### src/pefi_pkg.sv
`default_nettype none
// ************************************************************
// register map, layouts and reset values
// ************************************************************
package pefi_pkg;
	// register indexes; byte address is four times the index
	localparam logic [5:0]  IDX_TEST   = 6'h11;
	localparam logic [5:0]  IDX_PRI    = 6'h12;
	localparam logic [5:0]  IDX_SEC    = 6'h13;
	localparam logic [5:0]  IDX_FCC    = 6'h14;
	localparam logic [5:0]  IDX_REC    = 6'h15;
	localparam int          ADDR_W     = 8;
	localparam int          IDX_LSB    = 2;

	// test register fields
	localparam logic [15:0] TEST_RST   = 16'h010b;
	localparam int          POL_BIT    = 3;
	localparam int          FORCE_BIT  = 2;

	// enable bytes and implemented bits
	localparam logic [7:0]  EN_RST     = 8'h00;
	localparam logic [7:0]  FLAG_RST   = 8'h00;
	localparam logic [7:0]  PRI_MASK   = 8'hff;
	localparam logic [7:0]  SEC_MASK   = 8'hcf;

	// event counters
	localparam int          FCC_W      = 8;
	localparam int          REC_W      = 16;
	localparam logic [7:0]  FCC_HALF   = 8'h7f;
	localparam logic [15:0] REC_HALF   = 16'h7fff;

	// bus answers
	localparam logic [1:0]  RESP_OKAY  = 2'b00;
	localparam logic [1:0]  RESP_SLVERR = 2'b10;

	typedef enum logic {RD_IDLE, RD_DATA} pefi_rd_t;

	// primary event sources, msb first as laid out in the flag byte
	typedef struct packed {
		logic link_quality;
		logic energy;
		logic link_status;
		logic wake_frame;
		logic esd;
		logic training_done;
	} pefi_evt_t;

	typedef struct packed {
		logic undervolt;
		logic overvolt;
		logic overtemp;
		logic sleep;
		logic polarity;
		logic jabber;
	} pefi_sec_evt_t;
endpackage
`default_nettype wire

### src/pefi_flags.sv
// Register access over AXI4-Lite was decided locally.
`timescale 1ns/1ps
`default_nettype none
// Function
// - bit 15 latches on link quality change with link up; enable bit 7 gates it
// - bit 14 latches on energy detect change; enable bit 6 gates it
// - bit 13 latches on link status change; enable bit 5 gates it
// - bit 12 latches on wake frame detection; enable bit 4 gates it
// - bit 11 latches on electrostatic discharge, else stays zero; enable bit 3
// - bit 10 latches on training completion; enable bit 2 gates it
// - bit 9 latches when false carrier count exceeds half; enable bit 1
// - bit 8 latches when receive error count exceeds half; enable bit 0
// - secondary flags 15,14,11..8 read-only, latched, reset zero; 13:12 reserved
// - receive error counter half event above 0x7fff, stops at maximum
// - polarity bit 1 idles pin high, low on interrupt; 0 the reverse
// - test bit forces the interrupt for as long as it stays set
module pefi_flags
(
	input  wire logic                    core_clk,
	input  wire logic                    sys_rst,
	input  wire pefi_pkg::pefi_evt_t     evt,
	input  wire pefi_pkg::pefi_sec_evt_t sec_evt,
	input  wire logic                    false_carrier_evt,
	input  wire logic                    rx_error_evt,
	output var  logic                    int_pin_reg,
	input  wire logic [7:0]              s_axi_awaddr,
	input  wire logic                    s_axi_awvalid,
	output var  logic                    s_axi_awready,
	input  wire logic [31:0]             s_axi_wdata,
	input  wire logic [3:0]              s_axi_wstrb,
	input  wire logic                    s_axi_wvalid,
	output var  logic                    s_axi_wready,
	output var  logic [1:0]              s_axi_bresp,
	output var  logic                    s_axi_bvalid,
	input  wire logic                    s_axi_bready,
	input  wire logic [7:0]              s_axi_araddr,
	input  wire logic                    s_axi_arvalid,
	output var  logic                    s_axi_arready,
	output var  logic [31:0]             s_axi_rdata,
	output var  logic [1:0]              s_axi_rresp,
	output var  logic                    s_axi_rvalid,
	input  wire logic                    s_axi_rready
);
	// ************************************************************
	// declarations
	// ************************************************************
	logic [7:0]         pri_flags;
	logic [7:0]         sec_flags;
	logic [7:0]         pri_ev;
	logic [7:0]         sec_ev;
	logic [7:0]         pri_en_reg;
	logic [7:0]         pri_en_next;
	logic [7:0]         sec_en_reg;
	logic [7:0]         sec_en_next;
	logic [15:0]        test_reg;
	logic [15:0]        test_next;
	logic [7:0]         fc_count;
	logic [15:0]        re_count;
	logic               fc_half;
	logic               re_half;
	logic               rd_clr_pri;
	logic               rd_clr_sec;
	logic               rd_clr_fc;
	logic               rd_clr_re;
	logic               aw_have_reg;
	logic               aw_have_next;
	logic               w_have_reg;
	logic               w_have_next;
	logic [5:0]         wr_idx_reg;
	logic [5:0]         wr_idx_next;
	logic [31:0]        wdata_reg;
	logic [31:0]        wdata_next;
	logic [3:0]         wstrb_reg;
	logic [3:0]         wstrb_next;
	logic               awready_reg;
	logic               awready_next;
	logic               wready_reg;
	logic               wready_next;
	logic               bvalid_reg;
	logic               bvalid_next;
	logic [1:0]         bresp_reg;
	logic [1:0]         bresp_next;
	logic               do_write;
	logic               wr_hit;
	pefi_pkg::pefi_rd_t rd_state_reg;
	pefi_pkg::pefi_rd_t rd_state_next;
	logic               arready_reg;
	logic               arready_next;
	logic               rvalid_reg;
	logic               rvalid_next;
	logic [31:0]        rdata_reg;
	logic [31:0]        rdata_next;
	logic [1:0]         rresp_reg;
	logic [1:0]         rresp_next;
	logic               ar_take;
	logic [5:0]         rd_idx;
	logic               irq_act;
	logic               int_pin_next;
	logic               pol_bit;

	// ************************************************************
	// event sources and flag latches
	// ************************************************************
	assign pri_ev = {evt, fc_half, re_half};
	assign sec_ev = {sec_evt.undervolt, sec_evt.overvolt, 2'b00, sec_evt.overtemp,
		sec_evt.sleep, sec_evt.polarity, sec_evt.jabber};

	pefi_flag_bank u_pri_bank
	(
		.core_clk  (core_clk),
		.sys_rst   (sys_rst),
		.present   (pri_ev),
		.mask      (pefi_pkg::PRI_MASK),
		.rd_clr    (rd_clr_pri),
		.flags_reg (pri_flags)
	);

	pefi_flag_bank u_sec_bank
	(
		.core_clk  (core_clk),
		.sys_rst   (sys_rst),
		.present   (sec_ev),
		.mask      (pefi_pkg::SEC_MASK),
		.rd_clr    (rd_clr_sec),
		.flags_reg (sec_flags)
	);

	pefi_sat_counter #(.W(pefi_pkg::FCC_W), .HALF(pefi_pkg::FCC_HALF)) u_fc_cnt
	(
		.core_clk  (core_clk),
		.sys_rst   (sys_rst),
		.inc       (false_carrier_evt),
		.rd_clr    (rd_clr_fc),
		.count_reg (fc_count),
		.half      (fc_half)
	);

	pefi_sat_counter #(.W(pefi_pkg::REC_W), .HALF(pefi_pkg::REC_HALF)) u_re_cnt
	(
		.core_clk  (core_clk),
		.sys_rst   (sys_rst),
		.inc       (rx_error_evt),
		.rd_clr    (rd_clr_re),
		.count_reg (re_count),
		.half      (re_half)
	);

	// ************************************************************
	// write channel
	// ************************************************************
	assign wr_hit = wr_idx_reg >= pefi_pkg::IDX_TEST && wr_idx_reg <= pefi_pkg::IDX_REC;

	always_comb
	begin
		aw_have_next = aw_have_reg;
		w_have_next  = w_have_reg;
		wr_idx_next  = wr_idx_reg;
		wdata_next   = wdata_reg;
		wstrb_next   = wstrb_reg;
		bvalid_next  = bvalid_reg;
		bresp_next   = bresp_reg;
		do_write     = 1'b0;
		if (s_axi_awvalid && awready_reg)
		begin
			aw_have_next = 1'b1;
			wr_idx_next  = s_axi_awaddr[pefi_pkg::ADDR_W-1:pefi_pkg::IDX_LSB];
		end
		if (s_axi_wvalid && wready_reg)
		begin
			w_have_next = 1'b1;
			wdata_next  = s_axi_wdata;
			wstrb_next  = s_axi_wstrb;
		end
		if (bvalid_reg && s_axi_bready)
			bvalid_next = 1'b0;
		if (aw_have_reg && w_have_reg && !bvalid_reg)
		begin
			do_write     = 1'b1;
			aw_have_next = 1'b0;
			w_have_next  = 1'b0;
			bvalid_next  = 1'b1;
			bresp_next   = wr_hit ? pefi_pkg::RESP_OKAY : pefi_pkg::RESP_SLVERR;
		end
		awready_next = !aw_have_next && !bvalid_next;
		wready_next  = !w_have_next && !bvalid_next;
	end

	always_ff @(posedge core_clk)
	begin
		if (sys_rst)
		begin
			aw_have_reg <= 1'b0;
			w_have_reg  <= 1'b0;
			wr_idx_reg  <= 6'h00;
			wdata_reg   <= 32'h0000_0000;
			wstrb_reg   <= 4'h0;
			awready_reg <= 1'b0;
			wready_reg  <= 1'b0;
			bvalid_reg  <= 1'b0;
			bresp_reg   <= pefi_pkg::RESP_OKAY;
		end
		else
		begin
			aw_have_reg <= aw_have_next;
			w_have_reg  <= w_have_next;
			wr_idx_reg  <= wr_idx_next;
			wdata_reg   <= wdata_next;
			wstrb_reg   <= wstrb_next;
			awready_reg <= awready_next;
			wready_reg  <= wready_next;
			bvalid_reg  <= bvalid_next;
			bresp_reg   <= bresp_next;
		end
	end

	// ************************************************************
	// control registers
	// ************************************************************
	always_comb
	begin
		pri_en_next = pri_en_reg;
		sec_en_next = sec_en_reg;
		test_next   = test_reg;
		if (do_write && wstrb_reg[0])
		begin
			if (wr_idx_reg == pefi_pkg::IDX_PRI)
				pri_en_next = wdata_reg[7:0];
			if (wr_idx_reg == pefi_pkg::IDX_SEC)
				sec_en_next = wdata_reg[7:0] & pefi_pkg::SEC_MASK;
			if (wr_idx_reg == pefi_pkg::IDX_TEST)
				test_next[7:0] = wdata_reg[7:0];
		end
		if (do_write && wstrb_reg[1] && wr_idx_reg == pefi_pkg::IDX_TEST)
			test_next[15:8] = wdata_reg[15:8];
	end

	always_ff @(posedge core_clk)
	begin
		if (sys_rst)
		begin
			pri_en_reg <= pefi_pkg::EN_RST;
			sec_en_reg <= pefi_pkg::EN_RST;
			test_reg   <= pefi_pkg::TEST_RST;
		end
		else
		begin
			pri_en_reg <= pri_en_next;
			sec_en_reg <= sec_en_next;
			test_reg   <= test_next;
		end
	end

	// ************************************************************
	// read channel
	// ************************************************************
	assign ar_take    = s_axi_arvalid && arready_reg;
	assign rd_idx     = s_axi_araddr[pefi_pkg::ADDR_W-1:pefi_pkg::IDX_LSB];
	assign rd_clr_pri = ar_take && rd_idx == pefi_pkg::IDX_PRI;
	assign rd_clr_sec = ar_take && rd_idx == pefi_pkg::IDX_SEC;
	assign rd_clr_fc  = ar_take && rd_idx == pefi_pkg::IDX_FCC;
	assign rd_clr_re  = ar_take && rd_idx == pefi_pkg::IDX_REC;

	always_comb
	begin
		rd_state_next = rd_state_reg;
		arready_next  = arready_reg;
		rvalid_next   = rvalid_reg;
		rdata_next    = rdata_reg;
		rresp_next    = rresp_reg;
		unique case (rd_state_reg)
			pefi_pkg::RD_IDLE:
			begin
				arready_next = 1'b1;
				if (ar_take)
				begin
					arready_next  = 1'b0;
					rvalid_next   = 1'b1;
					rresp_next    = pefi_pkg::RESP_OKAY;
					rd_state_next = pefi_pkg::RD_DATA;
					case (rd_idx)
						pefi_pkg::IDX_TEST: rdata_next = {16'h0000, test_reg};
						pefi_pkg::IDX_PRI:  rdata_next = {16'h0000, pri_flags, pri_en_reg};
						pefi_pkg::IDX_SEC:  rdata_next = {16'h0000, sec_flags, sec_en_reg};
						pefi_pkg::IDX_FCC:  rdata_next = {24'h000000, fc_count};
						pefi_pkg::IDX_REC:  rdata_next = {16'h0000, re_count};
						default:
						begin
							rdata_next = 32'h0000_0000;
							rresp_next = pefi_pkg::RESP_SLVERR;
						end
					endcase
				end
			end
			pefi_pkg::RD_DATA:
			begin
				if (s_axi_rready)
				begin
					rvalid_next   = 1'b0;
					arready_next  = 1'b1;
					rd_state_next = pefi_pkg::RD_IDLE;
				end
			end
		endcase
	end

	always_ff @(posedge core_clk)
	begin
		if (sys_rst)
		begin
			rd_state_reg <= pefi_pkg::RD_IDLE;
			arready_reg  <= 1'b0;
			rvalid_reg   <= 1'b0;
			rdata_reg    <= 32'h0000_0000;
			rresp_reg    <= pefi_pkg::RESP_OKAY;
		end
		else
		begin
			rd_state_reg <= rd_state_next;
			arready_reg  <= arready_next;
			rvalid_reg   <= rvalid_next;
			rdata_reg    <= rdata_next;
			rresp_reg    <= rresp_next;
		end
	end

	// ************************************************************
	// interrupt pin
	// ************************************************************
	assign pol_bit = test_reg[pefi_pkg::POL_BIT];

	always_comb
	begin
		irq_act = (|(pri_flags & pri_en_reg)) | (|(sec_flags & sec_en_reg))
			| test_reg[pefi_pkg::FORCE_BIT];
		int_pin_next = irq_act ^ pol_bit;
	end

	always_ff @(posedge core_clk)
	begin
		if (sys_rst)
			int_pin_reg <= pefi_pkg::TEST_RST[pefi_pkg::POL_BIT];
		else
			int_pin_reg <= int_pin_next;
	end

	assign s_axi_awready = awready_reg;
	assign s_axi_wready  = wready_reg;
	assign s_axi_bvalid  = bvalid_reg;
	assign s_axi_bresp   = bresp_reg;
	assign s_axi_arready = arready_reg;
	assign s_axi_rvalid  = rvalid_reg;
	assign s_axi_rdata   = rdata_reg;
	assign s_axi_rresp   = rresp_reg;
endmodule
`default_nettype wire

### src/pefi_flag_bank.sv
`timescale 1ns/1ps
`default_nettype none
// ************************************************************
// latched-high flag byte, cleared by a read
// ************************************************************
module pefi_flag_bank
(
	input  wire logic       core_clk,
	input  wire logic       sys_rst,
	input  wire logic [7:0] present,
	input  wire logic [7:0] mask,
	input  wire logic       rd_clr,
	output var  logic [7:0] flags_reg
);
	logic [7:0] flags_next;

	genvar i;
	generate
		for (i = 0; i < 8; i++)
		begin : g_bit
			// a live event wins over the read clear
			always_comb
			begin
				flags_next[i] = mask[i] & (present[i] | (flags_reg[i] & ~rd_clr));
			end
		end
	endgenerate

	always_ff @(posedge core_clk)
	begin
		if (sys_rst)
			flags_reg <= pefi_pkg::FLAG_RST;
		else
			flags_reg <= flags_next;
	end
endmodule
`default_nettype wire

### src/pefi_sat_counter.sv
`timescale 1ns/1ps
`default_nettype none
// ************************************************************
// saturating event counter, clear on read, half-full level
// ************************************************************
module pefi_sat_counter
#(
	parameter int           W    = 8,
	parameter logic [W-1:0] HALF = '0
)
(
	input  wire logic         core_clk,
	input  wire logic         sys_rst,
	input  wire logic         inc,
	input  wire logic         rd_clr,
	output var  logic [W-1:0] count_reg,
	output var  logic         half
);
	logic [W-1:0] count_next;

	always_comb
	begin
		count_next = count_reg;
		// an event in the clearing cycle is kept as the first count
		if (rd_clr)
			count_next = inc ? W'(1) : '0;
		else if (inc && count_reg != {W{1'b1}})
			count_next = count_reg + W'(1);
		half = count_reg > HALF;
	end

	always_ff @(posedge core_clk)
	begin
		if (sys_rst)
			count_reg <= '0;
		else
			count_reg <= count_next;
	end
endmodule
`default_nettype wire

### config.mk
export PLATFORM = sky130hd
export DESIGN_NAME = pefi_flags
export DESIGN_NICKNAME = d
export VERILOG_FILES = /design/src/pefi_pkg.sv /design/src/pefi_flags.sv /design/src/pefi_flag_bank.sv /design/src/pefi_sat_counter.sv
export SDC_FILE = /design/constraint.sdc
export NUM_CORES = 1
export LEC_CHECK = 0
export ABC_AREA = 1
export ABC_CLOCK_PERIOD_IN_PS = 2820
export BUFFER_PORTS_ARGS = -buffer_cell sky130_fd_sc_hd__clkbuf_2
export CORE_AREA = 2 2 115 117
export CTS_CLUSTER_SIZE = 8
export DETAILED_ROUTE_END_ITERATION = 10
export DIE_AREA = 0 0 117 119
export GPL_ROUTABILITY_DRIVEN = 0
export PLACE_DENSITY = 0.66
export SYNTH_ARGS = -nofsm -noshare
export SYNTH_HDL_FRONTEND = slang
export SYNTH_SLANG_ARGS = --single-unit
### constraint.sdc
create_clock -name core_clk -period 2.82 [get_ports core_clk]
set_input_delay 0.423 -clock core_clk [delete_from_list [all_inputs] [get_ports core_clk]]
set_output_delay 0.423 -clock core_clk [all_outputs]
set_load 0.1 [all_outputs]
# Yosys cells after proc, flatten, opt, wreduce, memory -nomap -nowiden
# Cells that the tools add are included.
[classes]
n_eq_ne = 12
addsub = 2
mux = 25
order_cmp = 4
n_bitwise = 36
n_reduce_logical = 32
[ops]
columns = ["operator", "count"]
rows = [
  ["16-bit one-hot mux with 5 select lines", 1],
  ["6-bit by 5-bit == test with 1-bit output (second input constant)", 8],
  ["16-bit 2-to-1 mux", 2],
  ["1-bit logical AND", 18],
  ["16-bit by 1-bit adder with 16-bit output (second input constant)", 1],
  ["8-bit bitwise AND", 2],
  ["16-bit by 15-bit > comparator with 1-bit output (second input constant)", 1],
  ["8-bit 2-to-1 mux", 2],
  ["16-bit != test (second input constant)", 1],
  ["1-bit OR", 16],
  ["8-bit OR reduction", 2],
  ["1-bit 2-to-1 mux", 15],
  ["1-bit bitwise AND", 14],
  ["2-bit AND reduction", 5],
  ["8-bit by 1-bit adder with 8-bit output (second input constant)", 1],
  ["8-bit by 7-bit > comparator with 1-bit output (second input constant)", 1],
  ["8-bit != test (second input constant)", 1],
  ["6-bit by 5-bit >= comparator with 1-bit output (second input constant)", 1],
  ["6-bit by 5-bit <= comparator with 1-bit output (second input constant)", 1],
  ["1-bit one-hot mux with 2 select lines", 3],
  ["5-bit OR reduction", 1],
  ["1-bit zero test", 4],
  ["2-bit 2-to-1 mux", 2],
  ["2-bit != test (second input constant)", 2],
  ["other kinds (3)", 6],
]
[totals]
elab_cells = 135
register_bits = 139

# Longest topological paths before layout
# Gate-level depths: netlist (run 1).
[logic_depth]
depth_word = 5
mapped_depth = 12

# Cells and area by module
# Synthesis (run 1) repeated with hierarchy kept, for this count alone.
[hier_totals]
hier_cells = 867
area_unflattened_um2 = 6003.3
[modules_own_cells]
columns = ["module", "n_inst", "cells_each", "area_per_inst_um2"]
rows = [
  ["pefi_flags", 1, 538, 3788.6],
  ["pefi_sat_counter at u_re_cnt", 1, 171, 1052.3],
  ["pefi_flag_bank", 2, 42, 327.8],
  ["pefi_sat_counter at u_fc_cnt", 1, 74, 506.7],
]

# Worst setup path before layout (run 1)
# Ideal clock, no wire load.
[synth_path]
path_kind = "register to register"
from = "reg arready_reg, in the netlist s_axi_arready"
to = "reg u_re_cnt.count_reg[12]"
arrival_ns = 1.825
required_time_ns = 2.702
path_buffers = 1
setup_ns = 0.118
slack_ns = 0.877
stages_incl_launch_ff = 9
path_cell_list = "dfxtp_1 > nand2_1 > inv_1 > nand3_4 > nand2_1 > inv_2 > buf_4 > o21ai_1 > a21oi_1"
[synth_via]
elab_chain_cells = 3
elab_cells_between_ends = 4
classes_between = "mux: 1; reduce/logical: 3"
[synth_rtl]
columns = ["element", "line", "text"]
rows = [
  ["start: declaration", "pefi_flags.sv:87", "logic arready_reg;"],
  ["start signal: assignment", "pefi_flags.sv:319", "arready_reg <= arready_next;"],
  ["1-bit logical AND *", "pefi_flags.sv:256", "assign ar_take = s_axi_arvalid && arready_reg;"],
  ["1-bit logical AND *", "pefi_flags.sv:261", "assign rd_clr_re = ar_take && rd_idx == pefi_pkg::IDX_REC;"],
  ["16-bit 2-to-1 mux / 2-bit nonzero test (equally long branches)", "n/a", ""],
  ["end signal: assignment", "pefi_sat_counter.sv:37", "count_reg <= count_next;"],
  ["end: declaration", "pefi_sat_counter.sv:16", "output var logic [W-1:0] count_reg,"],
]
# Mark *: on every way between the ends. The rest lies on a longest branch, timed or not.
# A chain may end at the register's enable or synchronous reset.

# Final worst setup path (run 1)
[layout_path]
from = "reg u_re_cnt.count_reg[0]"
to = "reg u_re_cnt.count_reg[10]"
[layout_via]
elab_chain_cells = 3
elab_cells_between_ends = 6
classes_between = "add/sub: 1; eq/ne: 1; mux: 2; reduce/logical: 2"
[layout_rtl]
columns = ["element", "line", "text"]
rows = [
  ["16-bit by 1-bit adder with 16-bit output / 16-bit != test (equally long branches)", "pefi_sat_counter.sv:28, pefi_sat_counter.sv:27", ""],
  ["16-bit 2-to-1 mux / 1-bit logical AND (equally long branches)", "pefi_sat_counter.sv:27", "else if (inc && count_reg != {W{1'b1}})"],
  ["16-bit 2-to-1 mux / 2-bit nonzero test (equally long branches)", "n/a", ""],
]
# Parallel ways exist; a longest one is shown, timed or not. The select of a mux whose other input is x is not followed.

==> flow_summary_export.csv, run 1 <==
group,metric,value,unit
status,status,"completed",
synth,synth_top_family_by_area,"simple AND/OR/NAND/NOR gates",
die,io_pins,115,
synth,yosys_warnings,0,
synth,synthCells,792,
die,die_w,117,µm
setup_path,required,3.13,ns
power,swShare,0.267,
cells_and_area,regArea,0.00238,mm²
synth,synth_top_area_cell,"dfxtp_1",
setup_path,crit_chain,"ha_1 > inv_1 > nor2_4 > nand2_2 > nor2_2 > nor2_2 > nand3_1 > nor2_1 > nor2_1",
synth,synthAdderAreaFrac,0.00450,
power,p_seq_frac,0.429,
route,avgViaCountPerCell,4.85,
global_routing,grt_overflow_total,0,
setup_path,crit_type,"flip-flop to flip-flop",
synth,synth_xor_area_frac,0.00472,
setup_path,reg2reg_from,"u_re_cnt.count_reg[0]",
route,drt-total-wl,13700,µm
timing,setup_viol,0,
timing,layout_min_cycle_time,1.74,ns
synth,seq_area_frac_synth,0.428,
die,die_area,0.0139,mm²
synth,synthFlopType,"dfxtp_1",
clock_tree,cts_resized,0,
power,p_int,0.00306,W
synth,synth_area_leaders,"dfxtp_1 (43%), nand2_1 (10%), nor2_1 (9.1%)",
cells_and_area,fin_nets,938,
setup_path,cp.arrival,2.05,ns
die,die_h,119,µm
synth,synth.area.mux_share,0,
die,rows,42,
timing,slew_viol_final,0,
clock_tree,cts.hold.buffers_added,0,
cells_and_area,n_antenna_cell,0,
clock_tree,cts_inserted_buffers,17,
clock_tree,clkSinkCount,119,
setup_path,crit_buf_inv,1,
cells_and_area,syn_to_final_growth,17.2,%
route,wire_per_inst,13.0,µm
timing,fin_crit_sh,0.617,
placed_design,port-buffer-count,74,
synth,synth_top_area_frac,0.428,
synth,synth_common_cells,"nand2_1 (148), nor2_1 (135), dfxtp_1 (119), a21oi_1 (63), o21ai_0 (63)",
setup_path,max_stage_delay,0.41,ns
route,drc,0,
timing,fmax,0.574,GHz
cells_and_area,fill_cells,1317,
timing,slew_headroom,0.624,
cells_and_area,multiInputGateArea,0.00269,mm²
synth,ys_ff_latch,119,
flow_run,maxCapViolations,0,
route,first_iter_violations,287,
worst_hold_path,whs_path_depth,2,
route,ant_nets,0,
synth,synth_compound_area_frac,0.154,
worst_hold_path,holdCritPathClass,"input port to flip-flop",
setup_path,r2r-end,"u_re_cnt.count_reg[10]",
global_routing,grt_pass1_vias,4719,
timing,setup_tns,0,ns
timing,worst_pin_slew,0.562,ns
power,max-vdd-ir-drop,0.325,mV
cells_and_area,drive_gt1_frac,0.173,
power,powerDensity,640,mW/mm²
timing,rsz0062_at_grt,"no",
global_routing,grt_use_total,0.211,
setup_path,crit_path_start_kind,"flip-flop",
power,comb_power_share,0.111,
clock_tree,root_buffer,"clkbuf_16",
clock_tree,insertion_delay,0.42,ns
setup_path,critPathSlowestCell,"nor2_2",
synth,synth-async-reset-ratio,0,
setup_path,reg2reg_slack,1.08,ns
clock_tree,cts-htree-levels,4,
clock_tree,clkTransAtPathRegs,0.05,ns
synth,synth_enable_flop_cells,0,
synth,synth.most_common_cell,"nand2_1",
placed_design,dp.final_hpwl,9930,µm
global_routing,antenna_found_initial,0,
power,p_sw,0.00112,W
cells_and_area,stdcell_count,1049,
timing,hold_violations,0,
route,vias,5083,
setup_path,rr_worst_depth,9,
setup_path,crit_family,"simple AND/OR/NAND/NOR gates",
clock_tree,cts.path.max_buffers,2,
synth,ys_types,39,
clock_tree,cts_setup_buffers,0,
global_routing,grt_pass1_wl,22800,µm
clock_tree,tritoncts,"done",
power,power_frac_clock,0.460,
synth,syn_area,0.00556,mm²
placed_design,placed_cells,1020,
synth,yosys.area_share.simple,0.309,
setup_path,worstSetupEndpointType,"flip-flop",
power,p_leak,2.84,nW
route,dr.pass1.iters,4,
synth,syn_avg_cell_area,7.02,µm²
timing,skew,0.00672,ns
setup_path,critPathMaxFanout,13,
die,start_util,0.432,
worst_hold_path,hold_start,"s_axi_rready",
die,fp.coreArea,0.0129,mm²
worst_hold_path,min_to,"s_axi_rvalid",
global_routing,grt_max_degree,63,
worst max path at each step:
stage	depth (start not counted)	endpoint	start
3_3_place_gp	8	s_axi_rdata[9]	s_axi_araddr[7]
6_report	9	u_re_cnt.count_reg[10]	u_re_cnt.count_reg[0]
2_1_floorplan	8	u_re_cnt.count_reg[12]	s_axi_arready
5_1_grt	9	u_re_cnt.count_reg[10]	u_re_cnt.count_reg[0]
3_5_place_dp	9	s_axi_rdata[6]	s_axi_araddr[6]
4_1_cts	9	u_re_cnt.count_reg[10]	u_re_cnt.count_reg[0]
cell type report:
class | instances | share of cell area
Clock buffer | 26 | 0.0781
Clock inverter | 3 | 0.00269
Inverter | 72 | 0.0418
Multi-Input combinational cell | 572 | 0.413
Sequential cell | 119 | 0.365
Tap cell | 176 | 0.0338
Timing Repair Buffer | 81 | 0.0649
per-stage QoR:
step	power, W	utilization	cell area, µm²	hold WS (ns)	setup WS (ns)
after global routing	0.00434	0.506	6520	0.206	0.883
after detailed placement	0.00229	0.465	5990	0.456	0.931
after CTS	0.00422	0.506	6520	0.188	1.09
after floorplan	0.00220	-	5630	0.429	0.877
final	0.00417	0.506	6520	0.206	1.08
after global placement	0.00228	0.465	5990	0.451	0.929
placed cells by master, fill, tap and decap left out, types with 2 or more instances in the layout:
master and n:
buf_4 7, nor4_1 2, clkbuf_2 74, ha_1 2
inv_1 60, conb_1 18, o21ai_0 63, nor2_1 135
nand3b_1 2, clkbuf_1 4, nand2_2 9, clkbuf_16 17
o211ai_2 2, clkinv_2 2, nand3_2 3, o21ai_1 25
nor2_4 8, clkbuf_8 5, nor2_2 5, xor2_1 3
nand2_1 148, a21oi_1 63, a31oi_1 3, nor3_1 7
nand3_1 56, nand4_1 6, nand4_2 2, inv_2 11
dfxtp_1 119, o21bai_1 2
routing by layer:
metal  routed length [µm]  part of all wire  up-vias  GRT usage
met5                    0                 0        -          0
met4                  250             0.018        0     0.0721
met3                  714             0.052       21     0.0565
met2                 6100              0.45      133      0.324
met1                 6620              0.48     2239      0.285
li1                     -                 -     2690          -
cell families (layout without fill, tap and decap cells):
family / Yosys count / in the layout
buffers and inverters: 118 / 182
and+or+nand+nor: 386 / 386
adders and majority gates: 2 / 2
xor gates and xnor gates: 3 / 3
other: 1 / 18
DFF: 119 / 119
AOI/OAI and AO/OA: 163 / 163
power groups by stage:
stage,logic (W),registers (W),clock network (W)
global route,0.000504,0.00180,0.00204
CTS,0.000465,0.00179,0.00197
detailed placement,0.000464,0.00182,0
finish,0.000463,0.00179,0.00192
floorplan,0.000297,0.00191,0
global placement,0.000461,0.00182,0
Power figures use the tool's default switching activity.
==> run 2: changes to the inputs <==
Settings changed: ABC_CLOCK_PERIOD_IN_PS 2820 to 1800.
Clock period 2.82 ns to 1.8 ns, I/O delays scaled along.
==> flow_summary_export.csv, run 2 (synthesis gave the netlist of run 1 again) <==
group,metric,value,unit
global_routing,grt_use_total,0.208,
timing,hold_violations,0,
cells_and_area,mostFrequentLayoutCells,"nand2_1 (148), nor2_1 (135), dfxtp_1 (116)",
route,met3_length,740,µm
power,swShare,0.260,
clock_tree,cts.hold.buffers_added,0,
cells_and_area,syn_to_final_growth,19.0,%
route,dr.pass1.iters,5,
timing,fin_crit_sh,0.885,
setup_path,required,2.09,ns
clock_tree,cts.path.max_buffers,2,
timing,setup_viol,0,
clock_tree,cts_setup_buffers,0,
cells_and_area,stdcell_count,1053,
cells_and_area,final_util,0.514,
setup_path,worstSetupEndpointType,"flip-flop",
clock_tree,root_buffer,"clkbuf_16",
setup_path,crit_path_start_kind,"flip-flop",
placed_design,port-buffer-count,74,
flow_run,maxCapViolations,0,
power,powerDensity,1010,mW/mm²
power,comb_power_share,0.110,
die,die_w,117,µm
route,routed.top_layer,"met4",
timing,skew,0.00622,ns
die,rows,42,
global_routing,grt_pass1_wl,22500,µm
power,p_sw,0.00175,W
timing,rsz0062_at_grt,"no",
placed_design,dp.final_hpwl,10100,µm
status,status,"completed",
power,max-vdd-ir-drop,0.721,mV
global_routing,grt_max_degree,63,
power,p_seq_frac,0.417,
timing,fmax,0.628,GHz
timing,worst_pin_slew,0.547,ns
timing,fin_ws,0.208,ns
route,first_iter_violations,365,
placed_design,dp_slack,0.199,ns
route,avgViaCountPerCell,4.87,
route,wire_per_inst,13.0,µm
global_routing,antenna_found_initial,0,
clock_tree,cts_resized,0,
power,power_frac_clock,0.472,
timing,layout_min_cycle_time,1.59,ns
setup_path,cp.arrival,1.88,ns
clock_tree,cts-htree-levels,4,
die,start_util,0.432,
route,ant_nets,0,
route,m1WireLength,6520,µm
cells_and_area,n_antenna_cell,0,
global_routing,grt_overflow_total,0,
setup_path,critPathMaxFanout,15,
die,fp.coreArea,0.0129,mm²
clock_tree,clkSinkCount,119,
clock_tree,cts_inserted_buffers,17,
setup_path,reg2reg_slack,0.21,ns
die,io_pins,115,
power,p_leak,2.89,nW
cells_and_area,fin_nets,944,
setup_path,crit_type,"flip-flop to flip-flop",
global_routing,grt_pass1_vias,4611,
die,die_h,119,µm
clock_tree,insertion_delay,0.41,ns
worst_hold_path,holdCritPathClass,"input port to flip-flop",
route,dr_wl_met2,6210,µm
power,p_int,0.00497,W
cells_and_area,drive_gt1_frac,0.184,
clock_tree,clkTransAtPathRegs,0.05,ns
route,drt-total-wl,13700,µm
cells_and_area,final_common_cell,"nand2_1",
route,vias,5126,
route,drc,0,
die,die_area,0.0139,mm²
timing,setup_tns,0,ns
clock_tree,tritoncts,"done",
timing,slew_headroom,0.637,
placed_design,placed_cells,1026,
timing,slew_viol_final,0,
## run 2: cell count changes in the layout (fill, tap and decap cells not counted), sizes merged
cell / previous run / this run
buf: 7 / 13
bufinv: 0 / 1
clkbuf: 100 / 98
clkinv: 2 / 1
## run 2: final timing paths
kind                                  endpoint     startpoint  depth (start not counted)
worst max-delay path            s_axi_rdata[7]  s_axi_arready                          5
worst min-delay path              s_axi_rvalid   s_axi_rready                          2
worst max register to register  s_axi_rdata[7]  s_axi_arready                          5
worst min register to register   wr_idx_reg[3]  wr_idx_reg[3]                          2
## run 2: final cells by class
type | count | area, µm²
inverter | 72 | 273
tap | 176 | 220
sequential | 119 | 2390
clock buffer | 24 | 512
multi-input combinational | 572 | 2690
fill | 1308 | 6250
timing repair buffer | 87 | 493
clock inverter | 3 | 42.5
## run 2: power groups by stage
| stage | Combinational, W | Sequential [W] | Clock [W] |
|---|---|---|---|
| 2_1_floorplan | 0.000465 | 0.00299 | 0 |
| 5_1_grt | 0.000803 | 0.00281 | 0.00337 |
| 4_1_cts | 0.000742 | 0.00280 | 0.00323 |
| 6_report | 0.000740 | 0.00280 | 0.00317 |
| 3_3_place_gp | 0.000735 | 0.00285 | 0 |
| 3_5_place_dp | 0.000740 | 0.00286 | 0 |
## run 2: per-layer routing
layer,vias up,GRT usage
li1,2691,-
met1,2276,0.283
met2,141,0.320
met3,18,0.0524
met4,0,0.0669
met5,-,0
## run 2: per-stage QoR
stage | instance area (µm²) | total power [W] | hold WS (ns)
5_1_grt | 6620 | 0.00699 | 0.0587
3_5_place_dp | 6070 | 0.00360 | 0.452
6_report | 6620 | 0.00672 | 0.0662
3_3_place_gp | 6070 | 0.00359 | 0.454
4_1_cts | 6620 | 0.00678 | 0.0482
2_1_floorplan | 5630 | 0.00345 | 0.369
## run 2: critical path, cell delays in order (launching register included)
cell and delay [ns]:
dfxtp_2 0.34, nand2_1 0.07, nor2_1 0.35, inv_1 0.37, a31oi_1 0.25, a21oi_1 0.09
==> run 3: changes to the inputs <==
Settings changed: CORE_AREA 2 2 115 117 to 2 2 119 121, DIE_AREA 0 0 117 119 to 0 0 121 123, REMOVE_ABC_BUFFERS from default to 1, SYNTH_HIERARCHICAL from default to 1.
==> flow_summary_export.csv, run 3 <==
group,metric,value,unit
cells_and_area,final_common_cell,"nand2_1",
synth,synth-async-reset-ratio,0,
placed_design,dp.final_hpwl,11300,µm
die,fp.coreArea,0.0136,mm²
global_routing,antenna_found_initial,0,
power,total_power,0.00724,W
clock_tree,cts_inserted_buffers,17,
power,p_seq_frac,0.394,
placed_design,port-buffer-count,74,
synth,synthCells,867,
timing,fmax,0.600,GHz
die,io_pins,115,
clock_tree,clkSinkCount,121,
route,avgViaCountPerCell,4.83,
cells_and_area,mostFrequentLayoutCells,"nand2_1 (203), dfxtp_1 (121), nor2_1 (109)",
global_routing,grt_pass1_wl,25400,µm
setup_path,reg2reg_slack,0.13,ns
timing,skew,0.00751,ns
cells_and_area,n_antenna_cell,0,
synth,syn_avg_cell_area,6.92,µm²
setup_path,crit_chain,"nand2_1 > nor4_1 > inv_1 > nand2_4 > nand2_1 > a21oi_1",
flow_run,maxCapViolations,0,
cells_and_area,stdcell_count,1168,
timing,worst_pin_slew,0.613,ns
cells_and_area,syn_to_final_growth,21.6,%
clock_tree,cts.path.max_buffers,2,
setup_path,worstSetupEndpointType,"flip-flop",
clock_tree,cts-htree-levels,4,
route,ant_nets,0,
timing,rsz0062_at_grt,"no",
setup_path,crit_path_start_kind,"flip-flop",
setup_path,critPathSlowestCell,"nor4_1",
clock_tree,insertion_delay,0.42,ns
timing,layout_min_cycle_time,1.67,ns
clock_tree,tritoncts,"done",
setup_path,reg2reg_from,"s_axi_arready",
global_routing,grt_overflow_total,0,
setup_path,critPathMaxFanout,8,
worst_hold_path,hold_start,"s_axi_rready",
placed_design,placed_cells,1138,
synth,seq_area_frac_synth,0.404,
power,p_leak,3.27,nW
setup_path,max_stage_delay,0.44,ns
synth,ys_types,35,
setup_path,cpMostUsedCell,"nand2_1",
route,drc,0,
synth,synth_enable_flop_cells,0,
synth,synthFlopType,"dfxtp_1",
die,start_util,0.441,
clock_tree,cts.hold.buffers_added,0,
die,die_area,0.0149,mm²
die,die_w,121,µm
synth,yosys_warnings,6,
synth,synth_top_area_cell,"dfxtp_1",
synth,ys_ff_latch,121,
power,p_int,0.00537,W
setup_path,rr_worst_depth,6,
timing,slew_headroom,0.590,
power,p_sw,0.00187,W
power,swShare,0.258,
route,dr.pass1.iters,7,
route,vias,5642,
worst_hold_path,whs_path_depth,2,
clock_tree,clkTransAtPathRegs,0.05,ns
global_routing,grt_pass1_vias,5166,
setup_path,crit_type,"flip-flop to flip-flop",
setup_path,required,2.15,ns
worst_hold_path,holdCritPathClass,"input port to flip-flop",
timing,setup_viol,0,
status,status,"completed",
synth,synth.most_common_cell,"nand2_1",
synth,synth_common_cells,"nand2_1 (203), dfxtp_1 (121), nor2_1 (110), nand3_1 (84), inv_1 (74)",
power,powerDensity,992,mW/mm²
synth,synth_top_area_frac,0.404,
setup_path,r2r-end,"u_fc_cnt/count_reg[3]",
die,rows,43,
setup_path,cp.arrival,2.01,ns
clock_tree,cts_setup_buffers,0,
power,comb_power_share,0.112,
timing,hold_violations,0,
global_routing,grt_use_total,0.218,
power,power_frac_clock,0.494,
route,wire_per_inst,13.1,µm
synth,synth_area_leaders,"dfxtp_1 (40%), nand2_1 (13%), nand3_1 (7.0%)",
cells_and_area,fin_nets,1052,
timing,fin_crit_sh,0.925,
global_routing,grt_max_degree,29,
clock_tree,root_buffer,"clkbuf_16",
route,first_iter_violations,338,
timing,slew_viol_final,0,
synth,syn_area,0.00600,mm²
die,die_h,123,µm
cells_and_area,drive_gt1_frac,0.195,
power,max-vdd-ir-drop,0.772,mV
route,drt-total-wl,15300,µm
worst_hold_path,min_to,"s_axi_rvalid",
run 3: cells by family after synthesis:
group / count (synthesis) / synth area share
AO/OA/AOI/OAI: 161 / 0.152
XOR/XNOR: 5 / 0.00729
adder cells (fa/ha/maj): 2 / 0.00417
buffers and inverters: 132 / 0.101
flip-flops: 121 / 0.404
other: 2 / 0.00125
AND/OR/NAND/NOR: 444 / 0.331
run 3: worst max-delay path, delay by kind of cell (launching register included):
kind / cells / cell delay [ns]
DFF: 1 / 0.35
buffers and inverters: 1 / 0.26
and+or+nand+nor: 4 / 0.87
AOI/OAI and AO/OA: 1 / 0.12
run 3: worst max path at each step:
stage,from,to,slack [ns],cells past startpoint
6_report,s_axi_arready,u_fc_cnt/count_reg[3],0.13,6
4_1_cts,s_axi_arready,u_re_cnt/count_reg[15],0.06,6
5_1_grt,s_axi_arready,u_fc_cnt/count_reg[3],0.002,6
3_5_place_dp,s_axi_araddr[7],u_re_cnt/count_reg[13],0.01,10
3_3_place_gp,s_axi_araddr[7],u_re_cnt/count_reg[15],0.04,10
2_1_floorplan,s_axi_arready,s_axi_rdata[0],-0.96,5
run 3: power by group through the flow:
stage          registers (W)  clock network [W]  logic (W)
2_1_floorplan        0.00304                  0   0.000449
3_3_place_gp         0.00291                  0   0.000800
3_5_place_dp         0.00291                  0   0.000807
4_1_cts              0.00285            0.00364   0.000810
5_1_grt              0.00286            0.00376   0.000880
6_report             0.00285            0.00358   0.000811
run 3: layout make-up:
| cell class | count | area (µm²) |
|---|---|---|
| fill | 1408 | 6310 |
| multi-input combinational | 648 | 3110 |
| clock inverter | 7 | 141 |
| tap | 180 | 225 |
| inverter | 86 | 323 |
| timing repair buffer | 103 | 601 |
| sequential | 121 | 2420 |
| clock buffer | 23 | 478 |
run 3: through the flow:
| step | cell area, µm² | util | setup WS (ns) | hold WS [ns] | setup TNS, ns |
|---|---|---|---|---|---|
| after global routing | 7300 | 0.536 | 0.00199 | 0.0383 | 0 |
| after global placement | 6670 | 0.490 | 0.0378 | 0.441 | 0 |
| after floorplan | 5840 | - | -0.957 | 0.339 | -32.03 |
| after detailed placement | 6670 | 0.490 | 0.0147 | 0.437 | 0 |
| after CTS | 7290 | 0.536 | 0.0593 | 0.0382 | 0 |
| final | 7300 | 0.536 | 0.135 | 0.0532 | 0 |
run 3: repair_timing:
action | CTS | global route
hold endpoints to repair | 0 | 0
endpoints found under the setup margin | 0 | 13
resized for setup | 0 | 3
run 3: per-layer routing:
layer / vias up / part of all wire / track usage
met1: 2502 / 0.47 / 0.278
met4: 0 / 0.021 / 0.0843
met2: 133 / 0.47 / 0.353
li1: 2985 / - / -
met5: - / 0 / 0
met3: 22 / 0.043 / 0.0558
